==> src/design/gpc_defines.vh <==
`ifndef GPC_DEFINES_VH
`define GPC_DEFINES_VH
`define GPC_OFF_PIN_CONFIG    12'h000
`define GPC_OFF_PULL_SELECT   12'h008
`define GPC_OFF_OUTPUT_LATCH  12'h010
`define GPC_OFF_INPUT_SAMPLE  12'h014
`define GPC_OFF_DRIVE_TYPE    12'h018
`define GPC_OFF_DRIVE_STR     12'h01c
`define GPC_OFF_BIT_CLEAR     12'h020
`define GPC_OFF_BIT_SET       12'h024
`define GPC_OFF_BIT_FLIP      12'h028
`define GPC_OFF_ALT_SEL_LO    12'h040
`define GPC_OFF_ALT_SEL_HI    12'h044
`define GPC_RST_PIN_CONFIG    32'hebff0fff
`define GPC_RST_PULL_SELECT   32'h24005000
`define GPC_RST_ZERO16        16'h0000
`define GPC_RST_ZERO32        32'h00000000
`define GPC_MODE_INPUT        2'b00
`define GPC_MODE_OUTPUT       2'b01
`define GPC_MODE_ALT          2'b10
`define GPC_MODE_ANALOG       2'b11
`define GPC_PULL_NONE         2'b00
`define GPC_PULL_UP           2'b01
`define GPC_PULL_DOWN         2'b10
`define GPC_ALT_MAX           4'h5
`define GPC_NUM_ALT           6
`define GPC_HTRANS_NONSEQ     2'b10
`define GPC_HSIZE_WORD        3'b010
`define GPC_HBURST_SINGLE     3'b000
`endif

==> src/design/gpc_port_a.v <==
// Contract
// Each pin has a 2-bit mode: 00 input, 01 output, 10 alternate function, 11 analog.
// The pin configuration register resets to ebff0fff.
// Each pin has a 2-bit pull field: 00 none, 01 pull-up, 10 pull-down, 11 reserved.
// The pull select register resets to 24005000.
// Output mode drives pins from the output latch, alternate mode from the selected peripheral.
// Pin levels read back in the input sample register and feed the alternate function inputs.
// Drive type 0 is push-pull, 1 open-drain where a high comes only from a pull-up or outside.
// Writing 1 to a bit clear bit forces that latch bit to 0, writing 0 does nothing.
// Inputs may float, pull or be analog; outputs push-pull or open-drain with pulls.
// Only 32-bit single word transfers are accepted on the AHB slave.
// Writing 1 to a bit set bit forces that latch bit to 1, writing 0 does nothing.
// Writing 1 to a bit flip bit inverts that latch bit, writing 0 does nothing.
// Each pin has a 4-bit alternate selector for functions 0 to 5; 6 to 15 are reserved.
// Reserved bits 31:16 read as zero and ignore writes.
`timescale 1ns/1ps
`include "gpc_defines.vh"
module gpc_port_a (
  input  wire        clk,
  input  wire        reset_n,
  input  wire        hsel,
  input  wire [11:0] haddr,
  input  wire [1:0]  htrans,
  input  wire        hwrite,
  input  wire [2:0]  hsize,
  input  wire [2:0]  hburst,
  input  wire [31:0] hwdata,
  input  wire        hready,
  output reg  [31:0] hrdata,
  output reg         hreadyout,
  output reg         hresp,
  input  wire [15:0] padIn,
  output reg  [15:0] padOut,
  output reg  [15:0] padOe,
  output reg  [15:0] padPullUp,
  output reg  [15:0] padPullDown,
  output reg  [15:0] padAnalog,
  output reg  [15:0] padInEnable,
  output reg  [15:0] padDriveHigh,
  input  wire [95:0] altOut,
  input  wire [95:0] altOe,
  output reg  [95:0] altIn
);
  reg  [31:0] pinConfig_reg;
  reg  [31:0] pullSelect_reg;
  reg  [15:0] outputLatch_reg;
  reg  [15:0] driveType_reg;
  reg  [15:0] driveStrength_reg;
  reg  [31:0] altSelLo_reg;
  reg  [31:0] altSelHi_reg;
  reg  [15:0] padSync1_reg;
  reg  [15:0] padSync2_reg;
  reg         wrPend_reg;
  reg  [11:0] wrAddr_reg;
  reg  [15:0] latchNext;
  reg  [31:0] rdataNext;
  wire [15:0] outNext;
  wire [15:0] oeNext;
  wire [15:0] puNext;
  wire [15:0] pdNext;
  wire [15:0] anNext;
  wire [15:0] ieNext;
  wire [95:0] altInNext;
  wire        access  = hsel & hready & (htrans == `GPC_HTRANS_NONSEQ);
  wire        legal   = (hsize == `GPC_HSIZE_WORD) & (hburst == `GPC_HBURST_SINGLE) & (haddr[1:0] == 2'b00);
  wire        badAcc  = access & ~legal;
  wire        rdAcc   = access & legal & ~hwrite;
  wire        wrAcc   = access & legal & hwrite;
  wire [63:0] altSel  = {altSelHi_reg, altSelLo_reg};
  // Write strobes, one per register
  wire        wrPinCfg = wrPend_reg & (wrAddr_reg == `GPC_OFF_PIN_CONFIG);
  wire        wrPull   = wrPend_reg & (wrAddr_reg == `GPC_OFF_PULL_SELECT);
  wire        wrLatch  = wrPend_reg & (wrAddr_reg == `GPC_OFF_OUTPUT_LATCH);
  wire        wrClear  = wrPend_reg & (wrAddr_reg == `GPC_OFF_BIT_CLEAR);
  wire        wrSet    = wrPend_reg & (wrAddr_reg == `GPC_OFF_BIT_SET);
  wire        wrFlip   = wrPend_reg & (wrAddr_reg == `GPC_OFF_BIT_FLIP);
  wire        wrType   = wrPend_reg & (wrAddr_reg == `GPC_OFF_DRIVE_TYPE);
  wire        wrStr    = wrPend_reg & (wrAddr_reg == `GPC_OFF_DRIVE_STR);
  wire        wrAltLo  = wrPend_reg & (wrAddr_reg == `GPC_OFF_ALT_SEL_LO);
  wire        wrAltHi  = wrPend_reg & (wrAddr_reg == `GPC_OFF_ALT_SEL_HI);
  always @* begin
    latchNext = outputLatch_reg;
    if (wrPend_reg) begin
      case (wrAddr_reg)
        `GPC_OFF_OUTPUT_LATCH: latchNext = hwdata[15:0];
        `GPC_OFF_BIT_CLEAR:    latchNext = outputLatch_reg & ~hwdata[15:0];
        `GPC_OFF_BIT_SET:      latchNext = outputLatch_reg | hwdata[15:0];
        `GPC_OFF_BIT_FLIP:     latchNext = outputLatch_reg ^ hwdata[15:0];
        default:               latchNext = outputLatch_reg;
      endcase
    end
  end
  always @* begin
    case (haddr)
      `GPC_OFF_PIN_CONFIG:   rdataNext = pinConfig_reg;
      `GPC_OFF_PULL_SELECT:  rdataNext = pullSelect_reg;
      `GPC_OFF_OUTPUT_LATCH: rdataNext = {16'h0000, outputLatch_reg};
      `GPC_OFF_INPUT_SAMPLE: rdataNext = {16'h0000, padSync2_reg};
      `GPC_OFF_DRIVE_TYPE:   rdataNext = {16'h0000, driveType_reg};
      `GPC_OFF_ALT_SEL_LO:   rdataNext = altSelLo_reg;
      `GPC_OFF_ALT_SEL_HI:   rdataNext = altSelHi_reg;
      `GPC_OFF_DRIVE_STR:    rdataNext = 32'h00000000;
      `GPC_OFF_BIT_CLEAR:    rdataNext = 32'h00000000;
      `GPC_OFF_BIT_SET:      rdataNext = 32'h00000000;
      `GPC_OFF_BIT_FLIP:     rdataNext = 32'h00000000;
      default:               rdataNext = 32'h00000000;
    endcase
  end

  // One mux per pin
  genvar g;
  generate
    for (g = 0; g < 16; g = g + 1) begin : pinGen
      gpc_pin_mux gpc_pin_mux_inst (
        .mode       (pinConfig_reg[2*g +: 2]),
        .pull       (pullSelect_reg[2*g +: 2]),
        .sel        (altSel[4*g +: 4]),
        .openDrain  (driveType_reg[g]),
        .latchBit   (outputLatch_reg[g]),
        .altOutBits (altOut[6*g +: 6]),
        .altOeBits  (altOe[6*g +: 6]),
        .padBit     (padSync2_reg[g]),
        .outBit     (outNext[g]),
        .oeBit      (oeNext[g]),
        .puBit      (puNext[g]),
        .pdBit      (pdNext[g]),
        .anBit      (anNext[g]),
        .ieBit      (ieNext[g]),
        .altInBits  (altInNext[6*g +: 6])
      );
    end
  endgenerate

  // Two-flop synchroniser for the pins
  always @(posedge clk or negedge reset_n) begin
    if (!reset_n) begin
      padSync1_reg <= `GPC_RST_ZERO16;
      padSync2_reg <= `GPC_RST_ZERO16;
    end else begin
      padSync1_reg <= padIn;
      padSync2_reg <= padSync1_reg;
    end
  end

  // Configuration and data registers
  always @(posedge clk or negedge reset_n) begin
    if (!reset_n) begin
      pinConfig_reg     <= `GPC_RST_PIN_CONFIG;
      pullSelect_reg    <= `GPC_RST_PULL_SELECT;
      outputLatch_reg   <= `GPC_RST_ZERO16;
      driveType_reg     <= `GPC_RST_ZERO16;
      driveStrength_reg <= `GPC_RST_ZERO16;
      altSelLo_reg      <= `GPC_RST_ZERO32;
      altSelHi_reg      <= `GPC_RST_ZERO32;
      wrPend_reg        <= 1'b0;
      wrAddr_reg        <= 12'h000;
    end else begin
      wrPend_reg      <= wrAcc;
      wrAddr_reg      <= haddr;
      outputLatch_reg <= latchNext;
      if (wrPinCfg) begin
        pinConfig_reg <= hwdata;
      end
      if (wrPull) begin
        pullSelect_reg <= hwdata;
      end
      if (wrType) begin
        driveType_reg <= hwdata[15:0];
      end
      if (wrStr) begin
        driveStrength_reg <= hwdata[15:0];
      end
      if (wrAltLo) begin
        altSelLo_reg <= hwdata;
      end
      if (wrAltHi) begin
        altSelHi_reg <= hwdata;
      end
    end
  end

  // Read data, registered in the address phase
  always @(posedge clk or negedge reset_n) begin
    if (!reset_n) begin
      hrdata <= 32'h00000000;
    end else if (rdAcc) begin
      hrdata <= rdataNext;
    end
  end

  // Two-cycle error response, a new illegal transfer restarts it
  always @(posedge clk or negedge reset_n) begin
    if (!reset_n) begin
      hresp     <= 1'b0;
      hreadyout <= 1'b1;
    end else if (badAcc) begin
      hresp     <= 1'b1;
      hreadyout <= 1'b0;
    end else if (hresp && !hreadyout) begin
      hresp     <= 1'b1;
      hreadyout <= 1'b1;
    end else begin
      hresp     <= 1'b0;
      hreadyout <= 1'b1;
    end
  end

  // Pin drive, registered so all pins switch together
  always @(posedge clk or negedge reset_n) begin
    if (!reset_n) begin
      padOut       <= 16'h0000;
      padOe        <= 16'h0000;
      padDriveHigh <= 16'h0000;
    end else begin
      padOut       <= outNext;
      padOe        <= oeNext;
      padDriveHigh <= driveStrength_reg;
    end
  end

  // Pulls and input buffers
  always @(posedge clk or negedge reset_n) begin
    if (!reset_n) begin
      padPullUp   <= 16'h0000;
      padPullDown <= 16'h0000;
      padAnalog   <= 16'h0000;
      padInEnable <= 16'h0000;
    end else begin
      padPullUp   <= puNext;
      padPullDown <= pdNext;
      padAnalog   <= anNext;
      padInEnable <= ieNext;
    end
  end

  // Peripheral inputs
  always @(posedge clk or negedge reset_n) begin
    if (!reset_n) begin
      altIn <= 96'h0;
    end else begin
      altIn <= altInNext;
    end
  end
endmodule // gpc_port_a

module gpc_pin_mux (
  input  wire [1:0] mode,
  input  wire [1:0] pull,
  input  wire [3:0] sel,
  input  wire       openDrain,
  input  wire       latchBit,
  input  wire [5:0] altOutBits,
  input  wire [5:0] altOeBits,
  input  wire       padBit,
  output reg        outBit,
  output reg        oeBit,
  output reg        puBit,
  output reg        pdBit,
  output reg        anBit,
  output reg        ieBit,
  output reg  [5:0] altInBits
);
  reg         srcData;
  reg         srcOe;
  wire        selOk = (sel <= `GPC_ALT_MAX);
  always @* begin
    srcData   = 1'b0;
    srcOe     = 1'b0;
    altInBits = 6'h00;
    case (mode)
      `GPC_MODE_OUTPUT: begin
        srcData = latchBit;
        srcOe   = 1'b1;
      end
      `GPC_MODE_ALT: begin
        if (selOk) begin
          srcData             = altOutBits[sel[2:0]];
          srcOe               = altOeBits[sel[2:0]];
          altInBits[sel[2:0]] = padBit;
        end
      end
      default: begin
        srcData = 1'b0;
        srcOe   = 1'b0;
      end
    endcase
  end
  always @* begin
    anBit = (mode == `GPC_MODE_ANALOG);
    ieBit = ~anBit;
    puBit = ~anBit & (pull == `GPC_PULL_UP);
    pdBit = ~anBit & (pull == `GPC_PULL_DOWN);
    if (openDrain) begin
      outBit = 1'b0;
      oeBit  = srcOe & ~srcData;
    end else begin
      outBit = srcData;
      oeBit  = srcOe;
    end
  end
endmodule // gpc_pin_mux

==> config.mk <==
export PLATFORM = sky130hd
export DESIGN_NAME = gpc_port_a
export DESIGN_NICKNAME = d
export VERILOG_FILES = /design/src/design/gpc_port_a.v
export VERILOG_INCLUDE_DIRS = /design/src /design/src/design
export SDC_FILE = /design/constraint.sdc
export NUM_CORES = 1
export LEC_CHECK = 0
export BUFFER_PORTS_ARGS = -buffer_cell sky130_fd_sc_hd__clkbuf_2
export CAP_MARGIN = 40
export CORE_ASPECT_RATIO = 0.7
export CORE_UTILIZATION = 47
export CTS_CLUSTER_DIAMETER = 50
export DETAILED_ROUTE_END_ITERATION = 7
export GPL_TIMING_DRIVEN = 0
export HOLD_SLACK_MARGIN = 0.1
export PLACE_DENSITY = 0.7
export RECOVER_POWER = 25
export SLEW_MARGIN = 0
export SYNTH_ARGS = -nofsm -noshare
export SYNTH_HDL_FRONTEND = slang
export SYNTH_HIERARCHICAL = 1
export SYNTH_SLANG_ARGS = --single-unit
==> constraint.sdc <==
create_clock -name clk -period 2.77 [get_ports clk]
set_input_delay 0.1385 -clock clk [delete_from_list [all_inputs] [get_ports clk]]
set_output_delay 0.1385 -clock clk [all_outputs]
set_load 0.02 [all_outputs]
==> metrics.md, run 1 <==
| Metric | Value |
|---|---|
| Required time worst endpoint | `3.25 ns` |
| Clock Skew | `0.0199 ns` |
| Max FFs per register | `96` |
| Critical Path Sink | `hrdata[10]` |
| Setup-failing EPs final | `0` |
| Syn Std Cell Area | `21500 um^2` |
| Synthesis-stage register bit count | `~460` |
| R2R depth | `7` |
| Crit. End Element | `flip-flop` |
| Crit path max-delay family | `buffers and inverters` |
| Design area | `around 28000 um^2` |
| CP bufs+invs | `4` |
| Crit path launch | `haddr[2]` |
| Core box area | `about 45000 um^2` |
| Crit path largest cell delay | `roughly 0.76 ns` |
| Layout area overhead | `28.3%` |
| I/O pin count | `about 510` |
| Slew Limit Fails | `about 200` |
| Sequential share of the synthesized area | `0.541` |
| Iter 0 DRT Violations | `roughly 1.6k` |
| Synth cell types | `59` |
| Biggest register | `altIn` |
| Reg-to-reg startpoint | `wrAddr_reg[3]` |
| Clk pin slew, worst setup/hold paths | `around 0.06 ns` |
| Yosys top cell area share | `0.503` |
| GRT Resource Usage Total | `0.301` |
| DP HPWL | `between 50 and 60 mm` |
| Number of synthesized flops with an enable pin | `0` |
| Yosys warns | `6` |
| WP data arrival | `3.21 ns` |
| N_diodes | `0` |
| H-Tree Level Count | `2` |
| Worst vdd ir | `0.363 mV` |
| CP max FO | `10` |
| First-pass GRT wire length | `~110 mm` |
| P per Cell Area | `539 nW/um^2` |
| Die Wd | `roughly 260 um` |
| Global route overflow | `0` |
| Worst-skew pair later-pin latency | `roughly 0.58 ns` |
| Clock tree buffer depth | `3` |
| Top post-synthesis cells by area | `dfrtp_1 (50%), mux2_2 (8.0%), mux2i_1 (5.1%), ha_1 (4.7%), dfstp_2 (3.8%)` |
| Antenna violations before repair | `1` |
| Crit-path cells | `dlygate4sd3_1 > clkbuf_2 > clkbuf_1 > nor4bb_1 > clkbuf_1 > a22oi_1 > nor2_1 > a221oi_1 > o21ai_0` |
| Post-DRT Antenna Nets | `0` |
| Via count | `~18k` |
| FF-to-FF End | `outputLatch_reg[6]` |
| Worst-Margin Slew | `about 2.3 ns` |
| Run status | `complete, but fails checks` |
| Most used DFF post-synth | `dfrtp_1` |
| Via-to-Cell Ratio | `5.60` |
| CTS tree | `yes` |
| Fin Hold WS | `approximately 0.12 ns` |
| Initial Util | `0.477` |
| WL final | `~71 mm` |
| Die H | `between 150 and 200 um` |
| Minimum clock period | `2.73 ns` |
| Commonest cells post-synth | `dfrtp_1 (432), mux2_2 (152), nand2_1 (146), inv_1 (130), nor2_1 (129)` |
| Core Util, Final | `0.612` |
| Period utilisation layout | `0.986` |
| Unrepaired setup endpoints after global routing | `no` |
| Mapped Cells | `1856` |
| Violated checks | `capacitance limit, slew limit` |
| Critical path class | `in -> reg` |
| Most frequent CP cell | `clkbuf_1` |
| CTS Buf Count | `48` |
| Count leader, synth | `dfrtp_1` |
| Vias in the first global route | `between 15k and 20k` |
| Placed cells | `2984` |
| Die ar. | `46600 um^2` |
| Layout cell share with drive strength beyond 1 | `0.338` |
| Placed Area | `approximately 25000 um^2` |
| F_max | `366 MHz` |
| Max-slew headroom | `-0.546` |
| Non-Filler Instances | `3154` |
| Placement Rows | `65` |
| Post-synth ARST share | `1.00` |
| Largest area contributor in the netlist | `dfrtp_1` |
| Crit path max-delay cell type | `clkbuf_1` |
| Largest net degree at the start of global routing | `106` |
| Max cap viols | `3` |
| Post-Synthesis Net Count | `~2.2k` |
| Final nets | `approximately 2.9k` |
| Sink Count | `between 400 and 500` |
| DRC | `0` |
| Worst hold path type | `in -> reg` |
| Flop2flop setup slack | `about 0.11 ns` |
| Avg Inst Size Synth | `11.6 um^2` |
| DR pass1 iterations | `6` |
| GPL Wtd Cong | `slightly above 0.9` |
| Worst setup SP type | `input port` |
| Buffers on Ports | `between 500 and 600` |
| Root Buffer | `clkbuf_16` |
| Crit path depth | `9` |
| Hold violation count in the final report | `0` |
| Leakage power | `13.3 nW` |
| Routed wire per std cell | `between 20 and 25 um` |
-- how the worst min path moves through the flow --
stage	start	endpoint	slack [ns]	cells after the start
2_1_floorplan	reset_n	altIn[0]	-0.16	0
3_3_place_gp	padIn[5]	padSync1_reg[5]	0.25	1
3_5_place_dp	reset_n	altIn[90]	0.1	1
4_1_cts	altOut[31]	padOut[5]	0.10	4
5_1_grt	altOut[31]	padOut[5]	0.14	4
6_report	altOut[6]	padOut[1]	0.12	4
-- cells in the final DEF (no fill, tap or decap), types with 8 or more instances in the layout --
master and instances:
nand4_1 8, nand2_1 146, clkbuf_8 9, dfrtp_1 432
o211a_1 14, dfstp_1 9, nor3_1 53, dlygate4sd3_1 81
o31ai_1 9, buf_2 19, o21ai_0 86, mux2_2 152
inv_1 130, clkbuf_16 49, nor2b_1 18, ha_1 80
a21oi_1 62, buf_6 22, mux2i_1 109, clkbuf_2 500
a2111oi_2 14, nor3b_1 62, a311oi_1 15, o211ai_1 9
a222oi_1 15, nand3_1 24, a22oi_1 19, mux2_4 24
nand3b_1 16, clkbuf_1 66, a221oi_1 18, nand2b_1 20
dfstp_2 22, a22o_1 10, nor2_1 129, bufinv_16 9
-- power by group --
part | switching (mW) | total, mW | leakage, nW | internal, mW
clock network | 2.85 | 7.18 | 0.863 | 4.32
registers | 0.0447 | 6.87 | 5.93 | 6.82
logic | 0.460 | 0.813 | 6.46 | 0.352
total | 3.36 | 14.9 | 13.3 | 11.5
-- kinds of logic after synthesis --
group | Yosys count | share of synthesized area
buffers and inverters | 222 | 0.0463
muxes | 288 | 0.150
and+or+nand+nor | 506 | 0.119
AOI/OAI and AO/OA | 297 | 0.0975
adders and majority gates | 80 | 0.0466
DFF | 463 | 0.541
-- metrics by stage --
step / power [mW] / setup slack (ns) / TNS, ns
after floorplan: 7.20 / 0.572 / 0
after global placement: 7.67 / -8.63 / -3883.74
after detailed placement: 7.71 / -0.0106 / -0.0490
after CTS: 14.9 / 0.0280 / 0
after global routing: 15.3 / 0.00500 / 0
final: 14.9 / 0.0401 / 0
-- cell type report --
class                      count  area [um^2]
fill                        3705        17500
sequential                   463        11600
multi-input combinational   1171         8880
timing repair buffer         608         3580
clock buffer                  62         1360
tap                          603          754
buffer                        91          508
inverter                     130          488
clock inverter                26          394
-- repair_timing --
item / CTS / global route
pin swaps: 0 / 1
gates resized for setup: 1 / 5
endpoints found under the hold margin: 405 / 0
setup buffers: 0 / 1
hold buffers: 82 / 0
setup endpoints to repair: 18 / 22
-- worst register-to-register path: stages (launching register included) --
cell and delay [ns]:
dfrtp_1 0.40, buf_1 0.48, a2111oi_4 0.15, buf_4 0.21, o21ai_1 0.57, clkbuf_1 0.56, nand2_1 0.12, o21ai_1 0.11
-- routing by layer --
| layer | wire (um) | track usage | up-vias |
|---|---|---|---|
| li1 | - | - | 7847 |
| met1 | 31400 | 0.438 | 8823 |
| met2 | 31500 | 0.460 | 856 |
| met3 | 5640 | 0.0518 | 132 |
| met4 | 2140 | 0.0897 | 0 |
| met5 | 0 | 0 | - |
Power figures use the tool's default switching activity.
==> run 2: changes to the inputs <==
--- a/config.mk
+++ b/config.mk
@@ -21,3 +21,4 @@
 export SYNTH_HDL_FRONTEND = slang
 export SYNTH_HIERARCHICAL = 1
 export SYNTH_SLANG_ARGS = --single-unit
+export TNS_END_PERCENT = 30
==> constraint.sdc (replaced) <==
create_clock -name clk -period 2.77 [get_ports clk]
set_input_delay 0.554 -clock clk [delete_from_list [all_inputs] [get_ports clk]]
set_output_delay 0.554 -clock clk [all_outputs]
set_load 0.02 [all_outputs]
==> run 2 against run 1 <==
  * Critical endpoint unchanged
  * Clock skew up 0.0012 ns
  * The flow now finishes without violations
  * Global-route usage shrank 0.40 points
  * Clock-buffer cell count unchanged
  * Sequential share of layout area grew 0.89 points
==> metrics.md, run 2 (synthesized netlist as in run 1, its figures left out) <==
| Metric | Value |
|---|---|
| Run status | `completed` |
| Clock share of power | `0.484 (about the same)` |
| DR pass1 iterations | `5 (-1)` |
| Sink Count | `463 (unchanged)` |
| Post-DRT Antenna Nets | `0 (unchanged)` |
| WL final | `69.7 mm (-1.4%)` |
| Combinational share of power | `0.051 (-0.004)` |
| Flop pwr share | `0.465 (+0.003)` |
| Biggest register | `altIn` |
| DP HPWL | `53.0 mm (unchanged)` |
| Die H | `181 um (unchanged)` |
| Max cap viols | `0 (-3)` |
| Sw Ratio | `0.225 (-0.00130)` |
| Vias in the first global route | `17.4k (-2.3%)` |
| Final worst slack | `0.0369 ns (-0.00320 ns)` |
| CTS Buf Count | `48 (unchanged)` |
| Die ar. | `46600 um^2 (unchanged)` |
| Core box area | `45100 um^2 (unchanged)` |
| R2R depth | `7 (unchanged)` |
| Slew Limit Fails | `0 (-100%)` |
| CP max FO | `10 (unchanged)` |
| Pwr Total | `14.8 mW (-0.60%)` |
| Clock Skew | `0.0211 ns (+0.00118 ns)` |
| Clk pin slew, worst setup/hold paths | `0.06 ns (about the same)` |
| Most common cell after layout, fill and taps aside | `clkbuf_2` |
| HP Start | `haddr[2]` |
| Clock tree buffer depth | `3 (unchanged)` |
| Layout area overhead | `25.7%` |
| Worst setup SP type | `input port` |
| Fin Hold WS | `0.130 ns (+0.0134 ns)` |
| Die Wd | `258 um (unchanged)` |
| Critical path class | `in -> reg` |
| Hold depth | `1 (-3)` |
| Via-to-Cell Ratio | `5.64 (+0.73%)` |
| Placement Rows | `65 (unchanged)` |
| Largest net degree at the start of global routing | `106 (unchanged)` |
| Initial Util | `0.477 (unchanged)` |
| F_max | `366 MHz (-0.12%)` |
| Required time worst endpoint | `3.25 ns (about the same)` |
| Final nets | `2798 (-2.1%)` |
| Buffers on Ports | `506 (unchanged)` |
| Most frequent cells in the layout | `clkbuf_2 (497), dfrtp_1 (432), mux2_2 (152)` |
| P per Cell Area | `547 nW/um^2 (+1.5%)` |
| Worst-Margin Slew | `1.28 ns (-1.04 ns)` |
| Leakage power | `13.0 nW (-1.8%)` |
| Unrepaired setup endpoints after global routing | `no` |
| NetSw | `3.32 mW (-1.2%)` |
| Sink of the worst hold path | `wrAddr_reg[2]` |
| Global route overflow | `0 (unchanged)` |
| Placed cells | `2984 (unchanged)` |
| Antenna violations before repair | `2 (+1)` |
| Period utilisation layout | `0.987 (+0.00115)` |
| Iter 0 DRT Violations | `1566 (-4.7%)` |
| Max FFs per register | `96 (unchanged)` |
| Max-slew headroom | `0.150 (+0.696)` |
| Hold violation count in the final report | `0 (unchanged)` |
| Worst-skew pair later-pin latency | `0.58 ns (about the same)` |
| WP data arrival | `3.21 ns (about the same)` |
| Worst hold path type | `in -> reg` |
| Root Buffer | `clkbuf_16` |
| Non-Filler Instances | `3095 (-1.9%)` |
| H-Tree Level Count | `2 (unchanged)` |
| First-pass GRT wire length | `105 mm (-1.5%)` |
| FF-to-FF End | `outputLatch_reg[11]` |
| Layout cell share with drive strength beyond 1 | `0.344 (+0.00534)` |
| Crit. End Element | `flip-flop` |
| Flop2flop setup slack | `0.12 ns (about the same)` |
| Post-Place Setup Slack | `-0.399 ns (-0.389 ns)` |
| Setup-failing EPs final | `0 (unchanged)` |
| GRT Resource Usage Total | `0.297 (-0.00401)` |
| I/O pin count | `507 (unchanged)` |
| Minimum clock period | `2.73 ns (+0.00320 ns)` |
| CTS tree | `yes` |
| Internal Power | `11.4 mW (-0.43%)` |
| DRC | `0 (unchanged)` |
| Reg-to-reg startpoint | `wrAddr_reg[3]` |
| Routed wire per std cell | `22.5 um (+0.44%)` |
| Setup_tns | `0 ns (unchanged)` |
| Worst vdd ir | `0.360 mV (-0.80%)` |
| Via count | `17.5k (-1.1%)` |
| GPL Wtd Cong | `0.911 (unchanged)` |
run 2: changes by cell type in the layout (fill, tap and decap cells not counted):
cell / delta
buf_16: +1
buf_2: -1
clkbuf_1: +1
clkbuf_2: -3
clkbuf_4: +1
dfstp_1: +5
dfstp_2: -5
diode_2: +1
dlygate4sd3_1: -59
run 2: through the flow:
step	area, um^2	util
after global placement	24800	0.550
after global routing	27000	0.600
after floorplan	21500	-
final	27000	0.600
after detailed placement	25100	0.556
after CTS	27000	0.600
run 2: how the worst max path moves through the flow:
stage,start,to,depth (start not counted)
after floorplan,wrAddr_reg[9],driveStrength_reg[10],7
after global placement,reset_n,altIn[63],1
after detailed placement,haddr[6],hrdata[19],7
after CTS,haddr[10],hrdata[10],9
after global routing,wrAddr_reg[3],outputLatch_reg[11],7
final,haddr[10],hrdata[10],9
run 2: what timing repair did:
action / CTS / global route
endpoints found under the setup margin: 18 / 17
setup buffers: 0 / 1
pin swaps: 0 / 1
hold buffers: 21 / 1
endpoints found under the hold margin: 61 / 1
gates resized for setup: 1 / 4
run 2: critical path: stages:
cell and delay (ns):
dlygate4sd3_1 0.53, clkbuf_1 0.12, or4_1 0.51, or2_2 0.32, clkbuf_1 0.26, clkbuf_2 0.38
nor2_1 0.21, a221oi_1 0.08, o21ai_0 0.23
run 2: cell type report:
cell class / count / area, um^2
repair buffers: 548 / 3010
flip-flops and latches: 463 / 11600
inverters: 130 / 488
well taps: 603 / 754
plain buffers: 91 / 507
clock inverters: 26 / 394
clock buffers: 62 / 1360
multi-input cells: 1171 / 8880
diodes: 1 / 2.50
fillers: 3762 / 18000
run 2: metal layers:
metal	routed length, um	up-vias	GRT usage
met1	31200	8739	0.435
met5	0	-	0
met2	30900	830	0.449
met4	2200	0	0.0907
met3	5370	148	0.0527
li1	-	7738	-
run 2: power groups by stage:
| stage | registers, mW | logic (mW) | clock network [mW] |
|---|---|---|---|
| 5_1_grt | 6.87 | 0.817 | 7.54 |
| 6_report | 6.86 | 0.748 | 7.15 |
| 3_3_place_gp | 6.99 | 0.675 | 0 |
| 3_5_place_dp | 6.99 | 0.726 | 0 |
| 4_1_cts | 6.87 | 0.755 | 7.24 |
| 2_1_floorplan | 6.99 | 0.209 | 0 |
